--- src/hbr_regs.svh ---
// ************************************************************
// Register codes, field positions, reset values and timing.
// ************************************************************
`ifndef HBR_REGS_SVH
`define HBR_REGS_SVH

// Address byte layout: direction bit, register code field, marker bits.
`define HBR_DIR_BIT 7
`define HBR_CODE_HI 6
`define HBR_CODE_LO 2
`define HBR_DIR_WRITE 1'h1
`define HBR_DIR_READ 1'h0

// Register codes carried in the code field of the address byte.
`define HBR_CODE_OE_A 5'h00
`define HBR_CODE_OE_B 5'h01
`define HBR_CODE_OC_C 5'h0F
`define HBR_CODE_OL_A 5'h10
`define HBR_CODE_OL_B 5'h11
`define HBR_CODE_OL_C 5'h12

// Reset values of the byte-wide registers.
`define HBR_CTRL_RESET 8'h00
`define HBR_FLAG_RESET 8'h00

// Frame length, address byte length and bit counter ceiling.
`define HBR_FRAME_BITS 5'h10
`define HBR_ADDR_BITS 5'h08
`define HBR_CNT_MAX 5'h1F

// Serial clock half period and the clock it is derived from.
`define HBR_CLK_PERIOD_NS 10
`define HBR_SCLK_HALF_NS 500
`define HBR_SCLK_HALF_CYC ((`HBR_SCLK_HALF_NS + `HBR_CLK_PERIOD_NS - 1) / `HBR_CLK_PERIOD_NS)

// Controller register offsets on its software port.
`define HBR_HOST_CMD 4'h0
`define HBR_HOST_RX 4'h1
`define HBR_HOST_STAT 4'h2
`define HBR_HOST_MASK 4'h3

// Controller status bit positions.
`define HBR_STAT_DONE 0
`define HBR_STAT_REFUSED 1
`define HBR_STAT_BUSY 8

`endif

--- src/hbr_pkg.sv ---
// ************************************************************
// Types shared by both ends of the serial link.
// ************************************************************
package hbr_pkg;

	// Sequencer states of the controller.
	typedef enum logic [2:0] {hs_idle, hs_lead, hs_high, hs_low, hs_tail, hs_gap} hbr_host_state_e;

	// Complete state of the driver end.
	typedef struct packed {
		logic sclk_q;
		logic cs_q;
		logic [4:0] cnt;
		logic [15:0] rx;
		logic [7:0] tx;
		logic [7:0] rep;
		logic [7:0] oe_a;
		logic [7:0] oe_b;
		logic [7:0] oc_c;
		logic [7:0] ol_a;
		logic [7:0] ol_b;
		logic [7:0] ol_c;
		logic [7:0] high_on;
		logic [7:0] low_on;
	} hbr_dev_s;

	// Complete state of the controller end.
	typedef struct packed {
		hbr_host_state_e state;
		logic [15:0] div;
		logic [4:0] bits;
		logic [15:0] shift_out;
		logic [15:0] shift_in;
		logic [15:0] rx;
		logic sclk;
		logic cs_n;
		logic mosi;
		logic done;
		logic refused;
		logic [1:0] mask;
		logic [15:0] rdata;
	} hbr_host_s;

endpackage

--- src/hbr_spi_if.sv ---
`timescale 1ns/1ps
// ************************************************************
// Serial link between controller and driver.
// ************************************************************
interface hbr_spi_if;
	logic sclk;
	logic cs_n;
	logic mosi;
	logic miso;

	// Controller drives clock, select and command data.
	modport host (output sclk, output cs_n, output mosi, input miso);

	// Driver returns the addressed register on its own line.
	modport dev (input sclk, input cs_n, input mosi, output miso);
endinterface

--- src/hbr_device.sv ---
`timescale 1ns/1ps
`include "hbr_regs.svh"

module hbr_device
(
	input wire logic clk_sys,
	input wire logic rst_n,
	hbr_spi_if.dev spi,
	input wire logic [7:0] overcurrent_fault,
	input wire logic [23:0] open_load_fault,
	output logic [7:0] high_on,
	output logic [7:0] low_on
);

	// ************************************************************
	// State and decoded frame fields.
	// ************************************************************
	hbr_pkg::hbr_dev_s r;
	hbr_pkg::hbr_dev_s next_r;
	logic sclk_rise;
	logic sclk_fall;
	logic frame_end;
	logic frame_whole;
	logic [7:0] addr_byte;
	logic [7:0] data_byte;
	logic [4:0] live_code;
	logic [4:0] done_code;
	logic done_dir;
	logic [7:0] read_value;
	logic [7:0] clr_oc_c;
	logic [7:0] clr_ol_a;
	logic [7:0] clr_ol_b;
	logic [7:0] clr_ol_c;

	// ************************************************************
	// Link edge detection.
	// ************************************************************

	// Edges are found against the copy taken one cycle earlier.
	assign sclk_rise = spi.sclk & ~r.sclk_q;
	assign sclk_fall = ~spi.sclk & r.sclk_q;

	// A frame ends when select rises; it counts only at exactly sixteen bits.
	assign frame_end = spi.cs_n & ~r.cs_q;
	assign frame_whole = frame_end & (r.cnt == `HBR_FRAME_BITS);

	// The received word splits into address byte and data byte.
	assign addr_byte = r.rx[15:8];
	assign data_byte = r.rx[7:0];
	assign done_code = addr_byte[`HBR_CODE_HI:`HBR_CODE_LO];
	assign done_dir = addr_byte[`HBR_DIR_BIT];

	// Before the data byte starts shifting, the low byte holds the address.
	assign live_code = r.rx[`HBR_CODE_HI:`HBR_CODE_LO];

	// ************************************************************
	// Read multiplexer.
	// ************************************************************

	// Unmapped codes read as zero.
	always_comb
	begin
		case (live_code)
			`HBR_CODE_OE_A: read_value = r.oe_a;
			`HBR_CODE_OE_B: read_value = r.oe_b;
			`HBR_CODE_OC_C: read_value = r.oc_c;
			`HBR_CODE_OL_A: read_value = r.ol_a;
			`HBR_CODE_OL_B: read_value = r.ol_b;
			`HBR_CODE_OL_C: read_value = r.ol_c;
			default: read_value = 8'h00;
		endcase
	end

	// ************************************************************
	// Clear masks for flags that a completed read reported.
	// ************************************************************

	// Only bits that were shifted out are cleared, so later faults survive.
	always_comb
	begin
		clr_oc_c = 8'h00;
		clr_ol_a = 8'h00;
		clr_ol_b = 8'h00;
		clr_ol_c = 8'h00;
		if (frame_whole && (done_dir == `HBR_DIR_READ))
		begin
			case (done_code)
				`HBR_CODE_OC_C: clr_oc_c = r.rep;
				`HBR_CODE_OL_A: clr_ol_a = r.rep;
				`HBR_CODE_OL_B: clr_ol_b = r.rep;
				`HBR_CODE_OL_C: clr_ol_c = r.rep;
				default: clr_oc_c = 8'h00;
			endcase
		end
	end

	// ************************************************************
	// Next state.
	// ************************************************************

	// Shifting, register update, flag capture and switch drive.
	always_comb
	begin
		next_r = r;
		next_r.sclk_q = spi.sclk;
		next_r.cs_q = spi.cs_n;

		// Shift engine, held idle while select is high.
		if (spi.cs_n)
		begin
			next_r.cnt = 5'h00;
			next_r.tx = 8'h00;
		end
		else
		begin
			if (sclk_rise)
			begin
				next_r.rx = {r.rx[14:0], spi.mosi};
				if (r.cnt != `HBR_CNT_MAX)
				begin
					next_r.cnt = r.cnt + 5'h01;
				end
			end
			if (sclk_fall)
			begin
				if (r.cnt == `HBR_ADDR_BITS)
				begin
					next_r.tx = read_value;
					next_r.rep = read_value;
				end
				else
				begin
					next_r.tx = {r.tx[6:0], 1'b0};
				end
			end
		end

		// Control registers change only on a whole write frame.
		if (frame_whole && (done_dir == `HBR_DIR_WRITE))
		begin
			case (done_code)
				`HBR_CODE_OE_A: next_r.oe_a = data_byte;
				`HBR_CODE_OE_B: next_r.oe_b = data_byte;
				default: next_r.oe_a = r.oe_a;
			endcase
		end

		// A read frame leaves control registers as they are.

		// Flags: a fault in the clearing cycle wins over the clear.
		next_r.oc_c = (r.oc_c & ~clr_oc_c) | overcurrent_fault;
		next_r.ol_a = (r.ol_a & ~clr_ol_a) | open_load_fault[7:0];
		next_r.ol_b = (r.ol_b & ~clr_ol_b) | open_load_fault[15:8];
		next_r.ol_c = (r.ol_c & ~clr_ol_c) | open_load_fault[23:16];

		// Bridges 1 to 4 from register A, 5 to 8 from register B.
		for (int n = 0; n < 4; n++)
		begin
			next_r.low_on[n] = r.oe_a[2 * n] & ~r.oe_a[2 * n + 1];
			next_r.high_on[n] = r.oe_a[2 * n + 1] & ~r.oe_a[2 * n];
			next_r.low_on[n + 4] = r.oe_b[2 * n] & ~r.oe_b[2 * n + 1];
			next_r.high_on[n + 4] = r.oe_b[2 * n + 1] & ~r.oe_b[2 * n];
		end
	end

	// ************************************************************
	// State register.
	// ************************************************************

	// Synchronous reset puts every register and switch at zero, except the select copy, which is set high.
	always_ff @(posedge clk_sys)
	begin
		if (!rst_n)
		begin
			r <= '0;
			r.cs_q <= 1'b1;
			r.oe_a <= `HBR_CTRL_RESET;
			r.oe_b <= `HBR_CTRL_RESET;
			r.oc_c <= `HBR_FLAG_RESET;
			r.ol_a <= `HBR_FLAG_RESET;
			r.ol_b <= `HBR_FLAG_RESET;
			r.ol_c <= `HBR_FLAG_RESET;
		end
		else
		begin
			r <= next_r;
		end
	end

	// ************************************************************
	// Outputs.
	// ************************************************************

	// All outputs come straight from flip-flops.
	assign spi.miso = r.tx[7];
	assign high_on = r.high_on;
	assign low_on = r.low_on;

endmodule

--- src/flat_wrapper.sv ---
// flat-port wrapper written by rule: the top's interface ports become plain ports
module hbr_device_flat 
  (clk_sys, rst_n, overcurrent_fault, open_load_fault, high_on, low_on, spi_sclk, spi_cs_n, spi_mosi, spi_miso);
  hbr_spi_if spi_i ();
  input wire logic clk_sys;
  input wire logic rst_n;
  input wire logic [7:0] overcurrent_fault;
  input wire logic [23:0] open_load_fault;
  output logic [7:0] high_on;
  output logic [7:0] low_on;
  input wire logic [$bits(spi_i.sclk)-1:0] spi_sclk;
  input wire logic [$bits(spi_i.cs_n)-1:0] spi_cs_n;
  input wire logic [$bits(spi_i.mosi)-1:0] spi_mosi;
  output wire logic [$bits(spi_i.miso)-1:0] spi_miso;
  assign spi_i.sclk = spi_sclk;
  assign spi_i.cs_n = spi_cs_n;
  assign spi_i.mosi = spi_mosi;
  assign spi_miso = spi_i.miso;
  hbr_device u_core (.clk_sys(clk_sys), .rst_n(rst_n), .spi(spi_i), .overcurrent_fault(overcurrent_fault), .open_load_fault(open_load_fault), .high_on(high_on), .low_on(low_on));
endmodule
--- config.mk ---
export PLATFORM = sky130hd
export DESIGN_NAME = hbr_device_flat
export DESIGN_NICKNAME = d
export VERILOG_FILES = /design/src/hbr_pkg.sv /design/src/hbr_spi_if.sv /design/src/hbr_device.sv /design/src/flat_wrapper.sv
export VERILOG_INCLUDE_DIRS = /design/src
export SDC_FILE = /design/constraint.sdc
export NUM_CORES = 1
export LEC_CHECK = 0
export BUFFER_PORTS_ARGS = -buffer_cell sky130_fd_sc_hd__buf_2
export CORE_MARGIN = 2
export CORE_UTILIZATION = 30
export DETAILED_ROUTE_END_ITERATION = 7
export PLACE_DENSITY_LB_ADDON = 0.2
export SLEW_MARGIN = 20
export SYNTH_ARGS = -nofsm -noshare
export SYNTH_HDL_FRONTEND = slang
export SYNTH_SLANG_ARGS = --single-unit
--- constraint.sdc ---
create_clock -name clk_sys -period 2 [get_ports clk_sys]
set_input_delay 0.4 -clock clk_sys [delete_from_list [all_inputs] [get_ports clk_sys]]
set_output_delay 0.4 -clock clk_sys [all_outputs]
set_load 0.01 [all_outputs]
# After elaboration in Yosys (flattened, before gate mapping)
# Index checks and enable logic that the tools add are counted.
dict set report op_classes {
  add_sub_neg 1
  mul 0
  n_div 0
  n_lt_le_gt_ge 0
  eq_ne 13
  shifts 0
  n_mux 10
  bitwise 54
  n_reduce_logical 10
}
# op count
set op_table {}
lappend op_table {{8-bit 2-to-1 mux} 9}
lappend op_table {{8-bit one-hot mux with 6 select lines} 1}
lappend op_table {{5-bit == test (second input constant)} 7}
lappend op_table {{8-bit bitwise AND} 4}
lappend op_table {{8-bit NOT} 4}
lappend op_table {{8-bit OR} 4}
lappend op_table {{1-bit NOT} 22}
lappend op_table {{1-bit bitwise AND} 20}
lappend op_table {{5-bit by 4-bit == test with 1-bit output (second input constant)} 3}
lappend op_table {{5-bit by 1-bit == test with 1-bit output (second input constant)} 2}
lappend op_table {{5-bit logical NOT} 2}
lappend op_table {{2-bit AND reduction} 4}
lappend op_table {{5-bit by 1-bit adder with 5-bit output (second input constant)} 1}
lappend op_table {{5-bit inequality test (second input constant)} 1}
lappend op_table {{3-bit AND reduction} 1}
lappend op_table {{1-bit logical AND} 2}
lappend op_table {{2-bit OR reduction} 1}
dict set report word_totals {
  regBits 103
  latchBits 0
  ram_bits 0
  romBits 0
  input_bits 37
  output_inout_bits 17
  word_cells 102
  mem_count 0
}

# Logic depth before layout (Yosys ltp)
dict set report depth {
  word_depth 8
  ltp_mapped 7
  ltp_nobuf 7
}

# Worst setup path after synthesis
# No wires, ideal clock.
dict set report synth_timing {
  path_kind {register to register}
  from {reg u_core.r[96] (netlist name)}
  to {reg u_core.r[99] (netlist name)}
  setup_ns 0.117
  arrival_time_ns 1.549
  t_required_ns 1.883
  setup_slack_ns 0.334
  path_stages_with_launch 8
  n_path_buf 0
  period_less_slack_ns 1.666
  cell_sequence {dfxtp_1 ha_1 and3_1 ha_1 nor3b_2 nand4_1 xor2_1 nor2_1}
}
dict set report synth_via {
  elab_chain_cells 2
  word_cells_on_any_way 3
  cone_classes {1 x add/sub; 1 x eq/ne; 1 x reduce/logical}
}
# item line
set synth_rtl {}
lappend synth_rtl {{start, declared} hbr_device.sv:18} ;# hbr_pkg::hbr_dev_s r;
lappend synth_rtl {{start signal, assigned} hbr_device.sv:186} ;# r <= next_r;
lappend synth_rtl {{parallel branches: the longest is 2 deep, another holds 5-bit by 1-bit adder with 5-bit output} n/a}
# Parallel ways; which one is timed is not known.
# A chain may end at the register's enable or synchronous reset.

# Worst setup path in the final report
dict set report layout_timing {
  from {reg u_core.r[96] (netlist name)}
  to {reg u_core.r[48] (netlist name)}
}
dict set report layout_via {
  elab_chain_cells 4
}
# item line
set layout_rtl {}
lappend layout_rtl {{5-bit == test (no line)} n/a}
lappend layout_rtl {{1-bit bitwise AND} hbr_device.sv:45} ;# assign frame_whole = frame_end & (r.cnt == `HBR_FRAME_BITS);
lappend layout_rtl {{1-bit logical AND} hbr_device.sv:139} ;# if (frame_whole && (done_dir == `HBR_DIR_WRITE))
lappend layout_rtl {{2-bit AND reduction (no line)} n/a}
# No other way between the ends.

==> metrics.csv <==
metric,value,unit
status,"complete, no violations",
synthDominantCellAreaShare,47.4,%
clock-sinks,103,
rsz0062_at_grt,no,
crit_type,flop to flop,
ys_warn_count,0,
timing.reg2reg.setup_slack,0.18,ns
vias_per_cell,4.86,
required,2.28,ns
p_int,3.33,mW
fin_crit_sh,90.8,%
die_area,15500,um^2
reg2reg_from,u_core.r[96],
grt_max_degree,90,
die_h,124,um
stdcell_count,682,
critPathMaxFanout,8,
avgRoutedWirePerCell,15.8,um
async_flop_share,0,%
grt_pass1_vias,3240,
root_buffer,clkbuf_16,
fin_nets,533,
syn_nets,489,
start_kind,flop,
ctsHtreeMaxLevel,3,
grt_pass1_wl,17500,um
clkTransAtPathRegs,0.07,ns
placed_cells,665,
wl,10800,um
synth_most_common_cell,dfxtp_1,
switchingPower,0.937,mW
fp-row-count,44,
tightest_slew,0.646,ns
clock_skew,0.00913,ns
final_antenna_net_count,0,
ys_top_cells_by_count,"dfxtp_1, nand2_1, a21boi_0",
p_per_area,835,nW/um^2
netlist_instances,449,
fmaxAchievable,551,MHz
reg2reg_to,u_core.r[48],
core,14400,um^2
min_from,open_load_fault[12],
dp_hpwl,7850,um
synthesis.area,4350,um^2
cap_violations,0,
p_seq_share,49.8,%
clkPwrFrac,45.6,%
yosys-top-cells-area,"dfxtp_1, a21boi_0, mux2i_1",
antenna_found_initial,0,
start_util,30.3,%
setup.worst_path.start,u_core.r[96],
drive_gt1_share,21.5,%
period_needed,1.82,ns
endpoint_kind,flop,
finalSetupTns,0,ns
crit_arrival,2.09,ns
finalMaxSlewViolations,0,
grtUsageTotal,14.3,%
hold_violations,0,
crit_path_end,u_core.r[48],
slew_headroom,56.6,%
syn_area_per_cell,9.69,um^2
synthFlopType,dfxtp_1,
cts_tree,yes,
syn_to_final_growth,17.5,%
leakagePower,1.97,nW
port_buffers,53,
power_frac_comb,4.5,%
overflow,0,
seq_area_frac_synth,47.4,%
utilization,35.6,%
ir_drop,658,uV
dr.pass1.iters,5,
num_vias,3315,
pin_count,54,
ys_types,49,
synth_edf_count,0,
hold_class,input port to flop,
cts_made_buffers,9,
drt_first_iter_violations,241,
die_w,124,um
clockBufferDepth,2,
yosys.area.top_type,dfxtp_1,
antenna_cells,0,
ys_seq_elements,103,
rr_worst_depth,7,
sw_frac_of_total,21.9,%
clock_latency,0.36,ns
place_congestion,0.846,
setup_violations,0,
route.detailed.drc,0,
## metrics by stage
step                      hold WS (ns)  worst slack (ns)  area (um^2)  power [mW]
after detailed placement         0.456             0.139         4770        2.37
after global routing             0.252            0.0123         5110        4.43
after floorplan                  0.418             0.334         4350        2.29
after CTS                        0.245             0.121         5100        4.33
final                            0.254             0.185         5110        4.27
after global placement           0.449             0.165         4770        2.37
## kinds of logic after synthesis
| family | Yosys count | share of synthesized area, % |
|---|---|---|
| AOI/OAI and AO/OA | 130 | 20.5 |
| and+or+nand+nor | 127 | 17.1 |
| DFF | 103 | 47.4 |
| buffers and inverters | 52 | 6.27 |
| muxes | 31 | 7.27 |
| xor gates and xnor gates | 3 | 0.604 |
| adders and majority gates | 3 | 0.863 |
## metal layers
layer  track usage (%)  share of wire (%)
met1              19.6                 50
met2              21.3                 44
met3              3.78                4.0
met4              6.08                2.6
met5                 0                  0
## how the worst min path moves through the flow
| stage | to | slack, ns | cells after the start |
|---|---|---|---|
| global route | u_core.r[16] | 0.25 | 2 |
| finish | u_core.r[28] | 0.25 | 2 |
| floorplan | u_core.high_on[4] | 0.42 | 1 |
| detailed placement | u_core.high_on[0] | 0.46 | 1 |
| global placement | u_core.high_on[0] | 0.45 | 1 |
| CTS | u_core.r[28] | 0.24 | 2 |
## registers in the layout, summed over array words and instances, names as in the netlist
| register | cells |
|---|---|
| u_core.spi.miso | 1 |
| u_core.high_on | 8 |
| u_core.addr_byte | 8 |
| u_core.data_byte | 8 |
| u_core.low_on | 8 |
| u_core.r | 70 |
## final cells by class
cell class,instances,area (um^2)
clock buffers,10,239
clock inverters,6,91.3
fillers,1439,9260
inverters,12,45.0
multi-input cells,294,2020
flip-flops and latches,103,2060
well taps,184,230
repair buffers,73,428
## repair_timing
item	CTS	global route
hold buffers	0	0
resized for setup	0	1
setup endpoints to repair	0	1
setup buffers	0	1
endpoints found under the hold margin	0	0
## critical path: stages (launching register included)
cell	delay [ns]
dfxtp_1	0.35
inv_1	0.07
ha_1	0.18
nand2b_1	0.22
nor3_2	0.25
nor3b_1	0.21
buf_4	0.24
mux2i_1	0.22
## cell usage in the layout, fill, tap and decap left out, types with 10 or more instances in the layout
cell,n
buf_2,53
a21boi_0,39
nand2_1,58
dfxtp_1,102
nor2_1,19
o21ai_0,23
mux2i_1,26
buf_4,19
a31oi_1,10
inv_1,12
o21a_1,24
## power by group through the flow
stage / combinational (mW) / clock [mW] / sequential (mW)
final: 0.193 / 1.95 / 2.13
after global routing: 0.217 / 2.08 / 2.13
after CTS: 0.196 / 2.01 / 2.13
after detailed placement: 0.196 / 0 / 2.18
after global placement: 0.192 / 0 / 2.18
after floorplan: 0.124 / 0 / 2.17
(Power assumes the default switching activity.)
